File: config.mk
export PLATFORM = sky130hd
export DESIGN_NAME = cfr_clock_recovery
export DESIGN_NICKNAME = d
export VERILOG_FILES = /design/src/cfr_pkg.sv /design/src/cfr_edge_sync.sv /design/src/cfr_miss_counter.sv /design/src/cfr_clock_recovery.sv
export SDC_FILE = /design/constraint.sdc
export NUM_CORES = 1
export LEC_CHECK = 0
export BUFFER_PORTS_ARGS = -buffer_cell sky130_fd_sc_hd__buf_4
export CAP_MARGIN = 20
export CORE_UTILIZATION = 47
export DETAILED_ROUTE_END_ITERATION = 8
export PLACE_DENSITY = 0.76
export RECOVER_POWER = 25
export REMOVE_ABC_BUFFERS = 1
export SLEW_MARGIN = 20
export SYNTH_ARGS = -nofsm -noshare
export SYNTH_HDL_FRONTEND = slang
export SYNTH_SLANG_ARGS = --single-unit
File: constraint.sdc
create_clock -name ref_clk -period 2.1 [get_ports ref_clk]
set_clock_uncertainty 0.15 [all_clocks]
set_input_delay 0.21 -clock ref_clk [delete_from_list [all_inputs] [get_ports ref_clk]]
set_output_delay 0.21 -clock ref_clk [all_outputs]
set_load 0.02 [all_outputs]
File: src/cfr_pkg.sv
// Purpose: Shared constants and types for the clock failure recovery block.
// Assumes: ref_clk runs at 50 MHz; registers sit behind an AXI4-Lite slave.
// Notes:   Every offset, field position, reset value and cycle count is here.
package cfr_pkg;

   // =====================================================================
   // Timing
   // =====================================================================
   localparam int unsigned CLK_PERIOD_NS = 20;
   // The primary clock fails below 1 kHz, so an edge must come within 1 ms.
   localparam int unsigned PRI_MIN_PERIOD_NS = 1000000;
   localparam int unsigned PRI_LIMIT_CYC = PRI_MIN_PERIOD_NS / CLK_PERIOD_NS;
   localparam int unsigned WDOG_LIMIT_CYC = 8004;
   localparam int unsigned CNT_W = 17;

   // =====================================================================
   // Register map
   // =====================================================================
   localparam int unsigned ADDR_W = 4;
   localparam logic [3:0] OFS_CTRL = 4'h0;
   localparam logic [3:0] OFS_STATUS = 4'h4;
   localparam logic [3:0] OFS_MASK = 4'h8;
   localparam logic [3:0] OFS_STATE = 4'hc;

   // Oscillator control fields.
   localparam int unsigned CB_PRI_EN = 0;
   localparam int unsigned CB_WDF_EN = 1;
   localparam int unsigned CB_WDOG_OSC = 2;
   localparam int unsigned CB_IPO = 3;
   localparam int unsigned CB_SEL = 4;
   localparam int unsigned CTRL_W = 6;
   localparam logic [5:0] CTRL_RST = 6'h0c;

   // Event bits of status and mask.
   localparam int unsigned EV_PRI = 0;
   localparam int unsigned EV_WDOG = 1;
   localparam int unsigned EV_W = 2;

   // State register fields.
   localparam int unsigned SB_SEL = 0;
   localparam int unsigned SB_RECOVER = 2;
   localparam int unsigned SB_WDOG_DEAD = 3;

   localparam logic [1:0] RESP_OKAY = 2'h0;
   localparam logic [1:0] RESP_SLVERR = 2'h2;

   typedef enum logic [1:0] {
      SRC_IPO = 2'h0,
      SRC_EXT = 2'h1,
      SRC_WDOG = 2'h2
   } cfr_src_t;

   typedef enum logic [1:0] {
      ST_NORMAL = 2'b01,
      ST_RECOVER = 2'b10
   } cfr_state_t;

endpackage

File: src/cfr_edge_sync.sv
// Purpose: Brings an oscillator pin into ref_clk and marks its rising edges.
// Assumes: The oscillator is slower than half of ref_clk.
// Notes:   The first stage is read only by the second stage.
module cfr_edge_sync
   import cfr_pkg::*;
(
   input wire logic ref_clk,
   input wire logic nrst,
   input wire logic oscIn,
   output logic risePulse
);

   logic meta_ff, sync_ff, prev_ff, rise_ff;
   logic nxt_rise;

   // =====================================================================
   // Synchroniser and edge detect
   // =====================================================================
   // Edge seen between the settled stage and its delayed copy.
   always_comb begin
      nxt_rise = sync_ff & ~prev_ff;
   end

   // Two stages before any logic looks at the pin.
   always_ff @(posedge ref_clk) begin
      if (!nrst) begin
         meta_ff <= 1'b0;
         sync_ff <= 1'b0;
         prev_ff <= 1'b0;
         rise_ff <= 1'b0;
      end else begin
         meta_ff <= oscIn;
         sync_ff <= meta_ff;
         prev_ff <= sync_ff;
         rise_ff <= nxt_rise;
      end
   end

   assign risePulse = rise_ff;

endmodule

File: src/cfr_miss_counter.sv
// Purpose: Counts ref_clk cycles without an oscillator edge and flags a miss.
// Assumes: restart comes from a synchronised edge or a disabled detector.
// Notes:   The counter holds at its limit, so one miss gives one pulse.
module cfr_miss_counter
   import cfr_pkg::*;
#(
   parameter int unsigned W = CNT_W,
   parameter int unsigned LIMIT = WDOG_LIMIT_CYC
) (
   input wire logic ref_clk,
   input wire logic nrst,
   input wire logic restart,
   output logic failPulse
);

   localparam logic [W-1:0] LIM = W'(LIMIT);

   if (LIMIT < 2 || LIMIT >= (2 ** W)) begin : g_bad_limit
      $error("cfr_miss_counter: LIMIT does not fit the counter");
   end

   logic [W-1:0] cnt_ff, nxt_cnt;
   logic fail_ff, nxt_fail;

   // =====================================================================
   // Miss counter
   // =====================================================================
   // Any edge starts a fresh run, so only an unbroken gap fails.
   always_comb begin
      nxt_cnt = cnt_ff;
      nxt_fail = 1'b0;
      if (restart) begin
         nxt_cnt = '0;
      end else if (cnt_ff != LIM) begin
         nxt_cnt = cnt_ff + W'(1);
         nxt_fail = (nxt_cnt == LIM);
      end
   end

   always_ff @(posedge ref_clk) begin
      if (!nrst) begin
         cnt_ff <= '0;
         fail_ff <= 1'b0;
      end else begin
         cnt_ff <= nxt_cnt;
         fail_ff <= nxt_fail;
      end
   end

   assign failPulse = fail_ff;

   a_fail_at_limit: assert property (@(posedge ref_clk) disable iff (!nrst)
      failPulse |-> cnt_ff == LIM && $past(cnt_ff) == LIM - W'(1))
      else $error("miss pulse not at the limit count");
   a_restart_clears: assert property (@(posedge ref_clk) disable iff (!nrst)
      restart |=> cnt_ff == '0 && !failPulse)
      else $error("edge did not clear the miss count");

endmodule

File: src/cfr_clock_recovery.sv
// Purpose: Watches the primary and watchdog oscillators and recovers the clock.
// Assumes: Oscillator pins are asynchronous to ref_clk and slower than it.
// Notes:   Failure events are nonmaskable pulses plus sticky, maskable status.
module cfr_clock_recovery
   import cfr_pkg::*;
#(
   parameter int unsigned PRI_LIMIT = PRI_LIMIT_CYC,
   parameter int unsigned WDOG_LIMIT = WDOG_LIMIT_CYC
) (
   input wire logic ref_clk,
   input wire logic nrst,
   input wire logic priOscIn,
   input wire logic wdogOscIn,
   input wire logic [ADDR_W-1:0] s_axi_awaddr,
   input wire logic s_axi_awvalid,
   output logic s_axi_awready,
   input wire logic [31:0] s_axi_wdata,
   input wire logic [3:0] s_axi_wstrb,
   input wire logic s_axi_wvalid,
   output logic s_axi_wready,
   output logic [1:0] s_axi_bresp,
   output logic s_axi_bvalid,
   input wire logic s_axi_bready,
   input wire logic [ADDR_W-1:0] s_axi_araddr,
   input wire logic s_axi_arvalid,
   output logic s_axi_arready,
   output logic [31:0] s_axi_rdata,
   output logic [1:0] s_axi_rresp,
   output logic s_axi_rvalid,
   input wire logic s_axi_rready,
   output logic [1:0] activeClkSel,
   output logic ipoEnable,
   output logic wdogOscEnable,
   output logic clockFailNmi,
   output logic irq
);

   // =====================================================================
   // Parameter checks
   // =====================================================================
   // Both detectors share one counter width, so each limit must fit below its top value.
   if (PRI_LIMIT < 2 || PRI_LIMIT >= (2 ** CNT_W)) begin : g_bad_pri
      $error("cfr_clock_recovery: PRI_LIMIT does not fit the miss counter");
   end
   if (WDOG_LIMIT < 2 || WDOG_LIMIT >= (2 ** CNT_W)) begin : g_bad_wdog
      $error("cfr_clock_recovery: WDOG_LIMIT does not fit the miss counter");
   end

   // =====================================================================
   // Declarations
   // =====================================================================
   logic [CTRL_W-1:0] ctrl_ff, nxt_ctrl;
   logic [EV_W-1:0] status_ff, nxt_status;
   logic [EV_W-1:0] mask_ff, nxt_mask;
   logic [EV_W-1:0] evSet, evClr;
   cfr_state_t state_ff, nxt_state;
   logic [1:0] actSel_ff, nxt_actSel;
   logic wdogDead_ff, nxt_wdogDead;
   logic nmi_ff, nxt_nmi;
   logic bvalid_ff, nxt_bvalid;
   logic [1:0] bresp_ff, nxt_bresp;
   logic rvalid_ff, nxt_rvalid;
   logic [1:0] rresp_ff, nxt_rresp;
   logic [31:0] rdata_ff, nxt_rdata;
   logic wrGo, rdGo, ctrlWrite;
   logic priEdge, wdogEdge;
   logic priRun, wdfRun;
   logic priFail, wdogFail;
   logic recoverCond;
   logic [1:0] selSrc;

   // =====================================================================
   // Oscillator edge capture
   // =====================================================================
   cfr_edge_sync u_pri_sync (
      .ref_clk(ref_clk),
      .nrst(nrst),
      .oscIn(priOscIn),
      .risePulse(priEdge)
   );

   cfr_edge_sync u_wdog_sync (
      .ref_clk(ref_clk),
      .nrst(nrst),
      .oscIn(wdogOscIn),
      .risePulse(wdogEdge)
   );

   // =====================================================================
   // Failure detectors
   // =====================================================================
   // Primary detection stops once the watchdog oscillator has died, since
   // there would be nothing left to recover onto.
   // It also stops while recovery runs: the primary is already known dead.
   assign priRun = ctrl_ff[CB_PRI_EN] & ~wdogDead_ff & (state_ff == ST_NORMAL);
   // A selected or stopped watchdog oscillator cannot be checked here.
   assign wdfRun = ctrl_ff[CB_WDF_EN] & ctrl_ff[CB_WDOG_OSC] & (selSrc != SRC_WDOG) &
                   (state_ff == ST_NORMAL) & ~wdogDead_ff;

   // One 1 ms gap means the clock is below 1 kHz.
   cfr_miss_counter #(
      .W(CNT_W),
      .LIMIT(PRI_LIMIT)
   ) u_pri_miss (
      .ref_clk(ref_clk),
      .nrst(nrst),
      .restart(priEdge | ~priRun),
      .failPulse(priFail)
   );

   cfr_miss_counter #(
      .W(CNT_W),
      .LIMIT(WDOG_LIMIT)
   ) u_wdog_miss (
      .ref_clk(ref_clk),
      .nrst(nrst),
      .restart(wdogEdge | ~wdfRun),
      .failPulse(wdogFail)
   );

   // =====================================================================
   // Clock recovery
   // =====================================================================
   assign selSrc = ctrl_ff[CB_SEL +: 2];
   // Recovery needs a running watchdog oscillator that is not the source.
   assign recoverCond = priFail & ctrl_ff[CB_WDOG_OSC] & (selSrc != SRC_WDOG);

   // Recovery holds until software writes a fresh clock selection.
   always_comb begin
      nxt_state = state_ff;
      unique case (state_ff)
         ST_NORMAL: begin
            if (recoverCond) begin
               nxt_state = ST_RECOVER;
            end
         end
         ST_RECOVER: begin
            if (ctrlWrite) begin
               nxt_state = ST_NORMAL;
            end
         end
      endcase
      // A watchdog failure never moves the source.
      nxt_actSel = (nxt_state == ST_RECOVER) ? SRC_WDOG : nxt_ctrl[CB_SEL +: 2];
      nxt_wdogDead = wdogDead_ff | wdogFail;
      nxt_nmi = priFail | wdogFail;
   end

   always_ff @(posedge ref_clk) begin
      if (!nrst) begin
         state_ff <= ST_NORMAL;
         actSel_ff <= SRC_IPO;
         wdogDead_ff <= 1'b0;
         nmi_ff <= 1'b0;
      end else begin
         state_ff <= nxt_state;
         actSel_ff <= nxt_actSel;
         wdogDead_ff <= nxt_wdogDead;
         nmi_ff <= nxt_nmi;
      end
   end

   // =====================================================================
   // AXI4-Lite slave
   // =====================================================================
   // Address and data are taken together; a pending response stalls both.
   assign wrGo = s_axi_awvalid & s_axi_wvalid & ~bvalid_ff;
   assign rdGo = s_axi_arvalid & ~rvalid_ff;
   assign ctrlWrite = wrGo & (s_axi_awaddr == OFS_CTRL) & s_axi_wstrb[0];
   assign evSet = {wdogFail, priFail};
   assign evClr = (wrGo && s_axi_awaddr == OFS_STATUS && s_axi_wstrb[0]) ?
                  s_axi_wdata[EV_W-1:0] : '0;

   // Register writes; only byte lane 0 carries fields.
   // The oscillator enable bit is cleared only by software.
   always_comb begin
      nxt_ctrl = ctrl_ff;
      nxt_mask = mask_ff;
      if (ctrlWrite) begin
         nxt_ctrl = s_axi_wdata[CTRL_W-1:0];
      end
      if (wrGo && s_axi_awaddr == OFS_MASK && s_axi_wstrb[0]) begin
         nxt_mask = s_axi_wdata[EV_W-1:0];
      end
      // A new event wins over a write-one clear in the same cycle.
      nxt_status = (status_ff & ~evClr) | evSet;
   end

   // Write response follows one cycle after the pair is taken.
   always_comb begin
      nxt_bvalid = bvalid_ff;
      nxt_bresp = bresp_ff;
      if (wrGo) begin
         nxt_bvalid = 1'b1;
         nxt_bresp = (s_axi_awaddr == OFS_STATE || s_axi_awaddr == OFS_CTRL ||
                      s_axi_awaddr == OFS_STATUS || s_axi_awaddr == OFS_MASK) ?
                     RESP_OKAY : RESP_SLVERR;
      end else if (s_axi_bready) begin
         nxt_bvalid = 1'b0;
      end
   end

   // Read data is registered; unmapped reads answer zero with SLVERR.
   always_comb begin
      nxt_rvalid = rvalid_ff;
      nxt_rdata = rdata_ff;
      nxt_rresp = rresp_ff;
      if (rdGo) begin
         nxt_rvalid = 1'b1;
         nxt_rdata = '0;
         nxt_rresp = RESP_OKAY;
         unique case (s_axi_araddr)
            OFS_CTRL: nxt_rdata[CTRL_W-1:0] = ctrl_ff;
            OFS_STATUS: nxt_rdata[EV_W-1:0] = status_ff;
            OFS_MASK: nxt_rdata[EV_W-1:0] = mask_ff;
            OFS_STATE: begin
               nxt_rdata[SB_SEL +: 2] = actSel_ff;
               nxt_rdata[SB_RECOVER] = (state_ff == ST_RECOVER);
               nxt_rdata[SB_WDOG_DEAD] = wdogDead_ff;
            end
            default: nxt_rresp = RESP_SLVERR;
         endcase
      end else if (s_axi_rready) begin
         nxt_rvalid = 1'b0;
      end
   end

   always_ff @(posedge ref_clk) begin
      if (!nrst) begin
         ctrl_ff <= CTRL_RST;
         status_ff <= '0;
         mask_ff <= '0;
         bvalid_ff <= 1'b0;
         bresp_ff <= RESP_OKAY;
         rvalid_ff <= 1'b0;
         rresp_ff <= RESP_OKAY;
         rdata_ff <= '0;
      end else begin
         ctrl_ff <= nxt_ctrl;
         status_ff <= nxt_status;
         mask_ff <= nxt_mask;
         bvalid_ff <= nxt_bvalid;
         bresp_ff <= nxt_bresp;
         rvalid_ff <= nxt_rvalid;
         rresp_ff <= nxt_rresp;
         rdata_ff <= nxt_rdata;
      end
   end

   // =====================================================================
   // Outputs
   // =====================================================================
   assign s_axi_awready = wrGo;
   assign s_axi_wready = wrGo;
   assign s_axi_bvalid = bvalid_ff;
   assign s_axi_bresp = bresp_ff;
   assign s_axi_arready = rdGo;
   assign s_axi_rvalid = rvalid_ff;
   assign s_axi_rdata = rdata_ff;
   assign s_axi_rresp = rresp_ff;
   assign activeClkSel = actSel_ff;
   assign ipoEnable = ctrl_ff[CB_IPO];
   assign wdogOscEnable = ctrl_ff[CB_WDOG_OSC];
   assign clockFailNmi = nmi_ff;
   assign irq = |(status_ff & mask_ff);

   // =====================================================================
   // Assertions
   // =====================================================================
   a_recover_switch: assert property (@(posedge ref_clk) disable iff (!nrst)
      recoverCond |=> activeClkSel == SRC_WDOG && state_ff == ST_RECOVER)
      else $error("primary failure did not switch to the watchdog oscillator");
   a_no_switch_off: assert property (@(posedge ref_clk) disable iff (!nrst)
      priFail && !ctrl_ff[CB_WDOG_OSC] && state_ff == ST_NORMAL |=> state_ff == ST_NORMAL)
      else $error("recovery started with the watchdog oscillator off");
   a_nmi_primary: assert property (@(posedge ref_clk) disable iff (!nrst)
      priFail |=> clockFailNmi ##1 !clockFailNmi)
      else $error("primary failure gave no single nmi pulse");
   a_no_switch_self: assert property (@(posedge ref_clk) disable iff (!nrst)
      priFail && selSrc == SRC_WDOG && state_ff == ST_NORMAL |=> state_ff == ST_NORMAL)
      else $error("recovery started while already on the watchdog oscillator");
   a_primary_gap: assert property (@(posedge ref_clk) disable iff (!nrst)
      priFail |-> $past(priRun) && !$past(priEdge))
      else $error("primary failure without an enabled edge gap");
   a_wdog_keeps_src: assert property (@(posedge ref_clk) disable iff (!nrst)
      wdogFail && !ctrlWrite |=> $stable(activeClkSel) && clockFailNmi)
      else $error("watchdog failure moved the clock or gave no nmi");
   a_primary_blind: assert property (@(posedge ref_clk) disable iff (!nrst)
      wdogDead_ff |-> !priRun ##1 !priFail)
      else $error("primary detection still active after watchdog failure");
   a_wdog_gated: assert property (@(posedge ref_clk) disable iff (!nrst)
      selSrc == SRC_WDOG || !ctrl_ff[CB_WDOG_OSC] |-> !wdfRun)
      else $error("watchdog detection ran on a selected or stopped oscillator");
   a_ipo_held: assert property (@(posedge ref_clk) disable iff (!nrst)
      ipoEnable && !ctrlWrite |=> ipoEnable)
      else $error("oscillator enable dropped without a software write");
   a_status_sticky: assert property (@(posedge ref_clk) disable iff (!nrst)
      evSet[EV_PRI] |=> status_ff[EV_PRI])
      else $error("event did not set its status bit");
   a_wdog_status: assert property (@(posedge ref_clk) disable iff (!nrst)
      evSet[EV_WDOG] |=> status_ff[EV_WDOG])
      else $error("watchdog event did not set its status bit");
   a_recover_hold: assert property (@(posedge ref_clk) disable iff (!nrst)
      state_ff == ST_RECOVER && !ctrlWrite |=> state_ff == ST_RECOVER && activeClkSel == SRC_WDOG)
      else $error("recovery left without a software write");
   a_dead_sticky: assert property (@(posedge ref_clk) disable iff (!nrst)
      wdogDead_ff |=> wdogDead_ff)
      else $error("watchdog failure record dropped before reset");
   // Each answer comes one cycle after its request and stands until the master takes it.
   a_write_answer: assert property (@(posedge ref_clk) disable iff (!nrst)
      wrGo |=> s_axi_bvalid)
      else $error("write taken without a response");
   a_read_answer: assert property (@(posedge ref_clk) disable iff (!nrst)
      rdGo |=> s_axi_rvalid)
      else $error("read taken without data");
   a_bvalid_hold: assert property (@(posedge ref_clk) disable iff (!nrst)
      s_axi_bvalid && !s_axi_bready |=> s_axi_bvalid && $stable(s_axi_bresp))
      else $error("write response dropped before it was taken");
   a_rvalid_hold: assert property (@(posedge ref_clk) disable iff (!nrst)
      s_axi_rvalid && !s_axi_rready |=> s_axi_rvalid && $stable(s_axi_rdata) && $stable(s_axi_rresp))
      else $error("read data changed before it was taken");

   c_recovery: cover property (@(posedge ref_clk) disable iff (!nrst)
      recoverCond ##1 state_ff == ST_RECOVER);
   c_wdog_fail: cover property (@(posedge ref_clk) disable iff (!nrst)
      wdogFail ##1 clockFailNmi);
   c_irq: cover property (@(posedge ref_clk) disable iff (!nrst)
      $rose(irq));
   c_back_to_normal: cover property (@(posedge ref_clk) disable iff (!nrst)
      state_ff == ST_RECOVER ##1 state_ff == ST_NORMAL);

endmodule

**Yosys cells after proc, flatten, opt, wreduce, memory -nomap -nowiden**

Cells that the tools add are included.

- Memory bits (read-only): 0
- Logic and storage cells: 108
- Bits in latches: 0
- Register bits after elaboration: 72
- Bits in writable memories: 0
- Bits of input ports: 53
- Output and inout port bits: 47
- Memories: 0

- Shift-type cells: 0
- Multiplexer cells: 15
- Divide/modulo/power cells: 0
- Multipliers: 0
- Equality and inequality tests: 14
- $add $sub $neg: 2
- Reductions and logical operators: 18
- Bitwise gates (word level): 33
- $lt $le $gt $ge: 0

Operator list:

| kind | count |
|---|---|
| adder 17 x 1 -> 17 bit, second input constant | 2 |
| equality test 17 x 13 -> 1 bit, second input constant | 1 |
| equality test 17 x 16 -> 1 bit, second input constant | 1 |
| != test 17 x 13 -> 1 bit, second input constant | 1 |
| != test 17 x 16 -> 1 bit, second input constant | 1 |
| equality test 4 bit, second input constant | 4 |
| AND 1 bit | 15 |
| 2-to-1 mux 2 bit | 7 |
| inverter 1 bit | 10 |
| equality test 4 x 3 -> 1 bit, second input constant | 2 |
| zero test 4 bit | 2 |
| one-hot mux 2 bit (2 select lines) | 2 |
| one-hot mux 2 bit (4 select lines) | 1 |
| OR reduction 2 bit | 4 |
| 2-to-1 mux 6 bit | 1 |
| OR reduction 3 bit | 2 |
| AND 2 bit | 2 |
| equality test 2 bit, second input constant | 2 |
| logical AND 1 bit | 4 |
| 2-to-1 mux 1 bit | 4 |
| bitwise OR 1 bit | 4 |
| nonzero test 2 bit | 2 |
| OR reduction 4 bit | 1 |
| logical OR 1 bit | 3 |
| other kinds (4) | 4 |

**Longest topological paths before layout**

- Word-level depth: 8
- Mapped depth: 7
- Gate-level depth less buffers: 7

**Hierarchy**

From an unflattened synthesis, not the netlist that was laid out.

- Cell total of the unflattened synthesis: 413
- Area total of the unflattened synthesis: 3,774.9 sq um

Modules (own cells, without submodules):

| module | instances | cells an instance | area each (sq um) | sequential area each (sq um) |
|---|---|---|---|---|
| cfr_clock_recovery | 1 | 143 | 1,336.3 | 520.5 |
| cfr_miss_counter at u_pri_miss | 1 | 128 | 1,119.8 | 360.3 |
| cfr_miss_counter at u_wdog_miss | 1 | 126 | 1,096.1 | 360.3 |
| cfr_edge_sync | 2 | 8 | 111.4 | 80.1 |

**Least setup slack after synthesis**

OpenSTA, ideal clock, no wires.

- Kind: reg-to-reg
- Start point: reg u_pri_miss.cnt_ff[0]
- End point: reg u_pri_miss.fail_ff, in the netlist u_pri_miss.failPulse
- Stages on the path, launching flop included: 8
- Setup time: 0.088 ns
- Path buffers: 1
- Period minus slack after synthesis: 2.173 ns
- Data arrival time: 1.936 ns
- Data required time: 1.862 ns
- Setup slack: -0.073 ns
- Cell sequence: dfxtp_1 > ha_1 > clkbuf_2 > nand3_1 > nor3_1 > mux2i_1 > or3b_1 > nor4_2

- Longest elaborated chain between the ends: 3
- Elaborated cells between the ends (all ways): 5
- Classes of those cells: add/sub: 1; eq/ne: 2; bitwise: 1; reduce/logical: 1

Ends and longest elaborated chain:

| element | line | RTL |
|---|---|---|
| start: declaration | cfr_miss_counter.sv:22 | `logic [W-1:0] cnt_ff, nxt_cnt;` |
| start signal: assignment | cfr_miss_counter.sv:45 | `cnt_ff <= nxt_cnt;` |
| parallel branches: the longest is 3 deep, another holds adder 17 x 1 -> 17 bit | -- |  |
| end signal: assignment | cfr_miss_counter.sv:46 | `fail_ff <= nxt_fail;` |
| end: declaration | cfr_miss_counter.sv:23 | `logic fail_ff, nxt_fail;` |

Several ways; the timed one is not identified.
A chain may end at the register's enable or synchronous reset.

**Worst setup path in the final report**

- Start point: reg u_wdog_miss.cnt_ff[0]
- End point: reg u_wdog_miss.fail_ff, in the netlist u_wdog_miss.failPulse

- Longest elaborated chain between the ends: 3
- Elaborated cells between the ends (all ways): 5
- Classes of those cells: add/sub: 1; eq/ne: 2; bitwise: 1; reduce/logical: 1

Ends and longest elaborated chain:

| element | line |
|---|---|
| start: declaration | cfr_miss_counter.sv:22 |
| start signal: assignment | cfr_miss_counter.sv:45 |
| parallel branches: the longest is 3 deep, another holds adder 17 x 1 -> 17 bit | -- |
| end signal: assignment | cfr_miss_counter.sv:46 |
| end: declaration | cfr_miss_counter.sv:23 |

Several ways; the timed one is not identified.

==> summary.txt <==
ROUTING
--------------------------------------------------------------------------------------------------------
Number of vias per cell after detailed routing                                                      5.16
First-pass iteration count of the detailed router                                                      4
Final ANT Viol Nets                                                                                    0
DRT Wirelength                                                                                   7410 µm
Number of DRC violations after detailed routing                                                        0
Average routed wire per standard cell                                                            12.5 µm
Total via count after detailed routing                                                             3,053
Initial detailed-routing violation count                                                             132

RUN STATUS
--------------------------------------------------------------------------------------------------------
Run status                                                                                  complete, no violations

DIE
--------------------------------------------------------------------------------------------------------
Site row count                                                                                        31
Placeable core region                                                                           7370 µm²
Die Area                                                                                        8110 µm²
Horizontal extent of the die                                                                     90.0 µm
Initial Util                                                                                       49.4%
Boundary Pins                                                                                        100
Die span in y                                                                                    90.0 µm

SETUP PATH
--------------------------------------------------------------------------------------------------------
Slowest stage cell on the critical path                                                         nor4bb_1
Cell Chain, Critical Path                                                                   buf_4, inv_1, ha_1, nor4bb_1, nand3_1, nand2b_4, nor4_4
CP startpoint kind                                                                                  flop
Largest fanout on the critical path                                                                    9
Number of cells on the worst reg-to-reg path                                                           7
Type of the worst setup path                                                                     reg2reg
Element type at the critical path end                                                               flop
Arrival @ worst endpoint                                                                         2120 ps
Worst path required time                                                                         2170 ps
Largest stage delay, worst path                                                                   420 ps

STA
--------------------------------------------------------------------------------------------------------
Hold Worst Slack                                                                                 25.7 ps
Maximum clock frequency                                                                          488 MHz
Tmin final                                                                                       2050 ps
Total of endpoints with negative setup slack in the final report                                       0
Unrepaired setup endpoints after global routing                                                      yes
Number of endpoints with negative hold slack in the final report                                       0
Slew Limit Fails                                                                                       0
Final critical-path share of the clock period                                                      97.6%

LOGIC SYNTHESIS
--------------------------------------------------------------------------------------------------------
Number of enable flip-flop cells after synthesis                                                       0
Count of different cell masters after synthesis                                                       60
Sequential share of the synthesized area                                                           38.5%
Warnings, synthesis                                                                                    0
Commonest register cell after synthesis                                                          dfxtp_1
Mean instance size in the synthesized netlist                                                   8.89 µm²
Total of flip-flops plus latches after synthesis                                                      70
Async set-reset flop share out of synthesis                                                           0%
Synthesized netlist cell count                                                                       410
Post-synth design cell area                                                                     3640 µm²

CLOCK TREE
--------------------------------------------------------------------------------------------------------
CTS Root Cell                                                                                   clkbuf_8
CTS tree                                                                                             yes
Post-CTS clock slew at the launch and capture registers of the worst setup and hold paths          80 ps
Longest Clk Path Bufs                                                                                  2
Worst-skew pair later-pin latency                                                                 350 ps
CTS HTree Levels                                                                                       3
Number of clock buffers inserted by TritonCTS                                                          9
Sink Count                                                                                            70

GLOBAL ROUTE
--------------------------------------------------------------------------------------------------------
Residual overflow from global routing                                                                  0
Wire length of the first global-routing pass                                                   12,600 µm
Number of antenna violations at the first check in global routing                                      0
Via count of the first global-routing pass                                                         2,829
Total routing usage reported by global routing                                                     18.8%
Maximum number of pins on one net before global-route repair                                          32

PLACEMENT
--------------------------------------------------------------------------------------------------------
Standard cell area after detailed placement                                                     4120 µm²
Gpl congestion                                                                                     0.915
# placed instances                                                                                   564
IO buf count                                                                                          42
Dpl hpwl                                                                                         5310 µm

FINAL LAYOUT
--------------------------------------------------------------------------------------------------------
Proportion of layout cells with a drive suffix above 1                                             24.3%
Final nets                                                                                           547
Finished Cell Area                                                                              4500 µm²
Diodes inserted                                                                                        0
Layout overhead on the synthesized area                                                            23.5%
Layout Cells excl Fill                                                                               592

POWER
--------------------------------------------------------------------------------------------------------
Overall power of the completed layout                                                          0.00273 W
Power density normalized to cell area                                                         608 nW/µm²
Total leakage power                                                                              1.76 nW
Worst supply voltage drop on vdd                                                                0.292 mV

RUN
--------------------------------------------------------------------------------------------------------
Number of maximum-capacitance constraint violations                                                    0

WORST HOLD PATH
--------------------------------------------------------------------------------------------------------
Hold-critical path depth                                                                               3
Worst min-delay path category                                                                     in2reg

power by group:
group / switching (W) / internal [W]
Combinational: 0.000103 / 0.0000691
Sequential: 0.00000548 / 0.00134
Clock: 0.000535 / 0.000685
Total: 0.000643 / 0.00209
cell usage in the layout (no fill, tap or decap), drive strengths merged, types with 15 or more instances in the layout:
master | synthesis | routed
dfxtp | 70 | 70
conb | 1 | 28
nand3 | 17 | 17
buf | 38 | 69
xor2 | 16 | 16
xnor2 | 19 | 19
inv | 13 | 17
nand2 | 35 | 35
nor2b | 15 | 15
clkbuf | 10 | 18
nor2 | 43 | 43
flip-flops by register name, indices dropped and copies added (netlist names), 2 cells and up:
name,cells
activeClkSel,2
state_ff,2
ctrl_ff,6
s_axi_rdata,6
u_pri_miss.cnt_ff,17
u_wdog_miss.cnt_ff,17
mask_ff,2
status_ff,2
kinds of logic (layout without fill, tap and decap cells):
kind of cell | after synthesis | count (layout) | synth area share [%]
xor gates and xnor gates | 35 | 35 | 8.41
buffers and inverters | 61 | 117 | 9.99
DFF | 70 | 70 | 38.5
muxes | 10 | 10 | 3.61
other | 1 | 28 | 0.103
adders and majority gates | 6 | 6 | 2.06
AOI/OAI and AO/OA | 47 | 47 | 9.13
and+or+nand+nor | 180 | 180 | 28.2
final cells by class:
class / instances / area (µm²)
multi-input cells: 306 / 2030
well taps: 99 / 124
clock inverters: 7 / 103
fillers: 597 / 2870
repair buffers: 88 / 656
clock buffers: 9 / 124
inverters: 13 / 48.8
flip-flops and latches: 70 / 1410
worst max-delay path, delay by kind of cell, from the launching register on:
kind | cells | cell delay [ps]
adders and majority gates | 1 | 140
buffers and inverters | 2 | 210
DFF | 1 | 340
and+or+nand+nor | 4 | 1090
path summary, 6_finish.rpt:
check	to	slack [ps]	startpoint
worst max-delay path	u_wdog_miss.failPulse$_SDFF_PP0_	50	u_wdog_miss.cnt_ff[0]$_SDFFE_PP0N_
worst min-delay path	s_axi_bvalid$_SDFFE_PN0P_	30	s_axi_bready
worst max register to register	u_wdog_miss.failPulse$_SDFF_PP0_	50	u_wdog_miss.cnt_ff[0]$_SDFFE_PP0N_
worst min register to register	u_wdog_sync.risePulse$_SDFF_PN0_	230	u_wdog_sync.prev_ff$_SDFF_PN0_
synth_stat cells, types with 4 or more instances:
master	n	area, µm²
buf_2	7	35.0
nor2_1	43	161
nand4_1	10	62.6
ha_1	6	75.1
and2_1	7	43.8
clkbuf_1	5	18.8
clkbuf_2	5	25.0
xor2_1	16	140
nand2_1	35	131
dfxtp_1	70	1400
a21oi_1	7	35.0
nor3_1	7	35.0
o21ai_0	9	45.0
mux2i_1	6	60.1
buf_4	30	225
a21boi_0	5	37.5
and3_1	4	25.0
a22oi_1	4	30.0
o21a_1	5	37.5
nand3_1	15	75.1
inv_1	13	48.8
nand2b_1	7	43.8
xnor2_1	19	166
a31oi_1	4	25.0
nor2b_1	15	93.8
metal layers:
layer  track usage, %  up-vias  wire, µm
li1                 -     1500         -
met1             24.1     1439      3480
met2             29.9      100      3410
met3             4.82       14       387
met4             7.93        0       142
met5                0        -         0
metrics by stage:
stage               setup TNS [ps]  setup WS, ps  utilization [%]
floorplan                     -194         -66.2                -
global placement                 0           131             56.0
detailed placement               0          19.3             56.0
CTS                              0          11.4             60.8
global route                 -36.9         -20.6             61.1
finish                           0          49.7             61.1
what timing repair did:
item,in CTS,in global routing
resized for setup,6,13
hold endpoints to repair,12,0
endpoints found under the setup margin,1,11
cloned,0,0
pin swaps,2,3
hold buffers,10,0
setup buffers,1,1
Power figures use the tool's default switching activity.
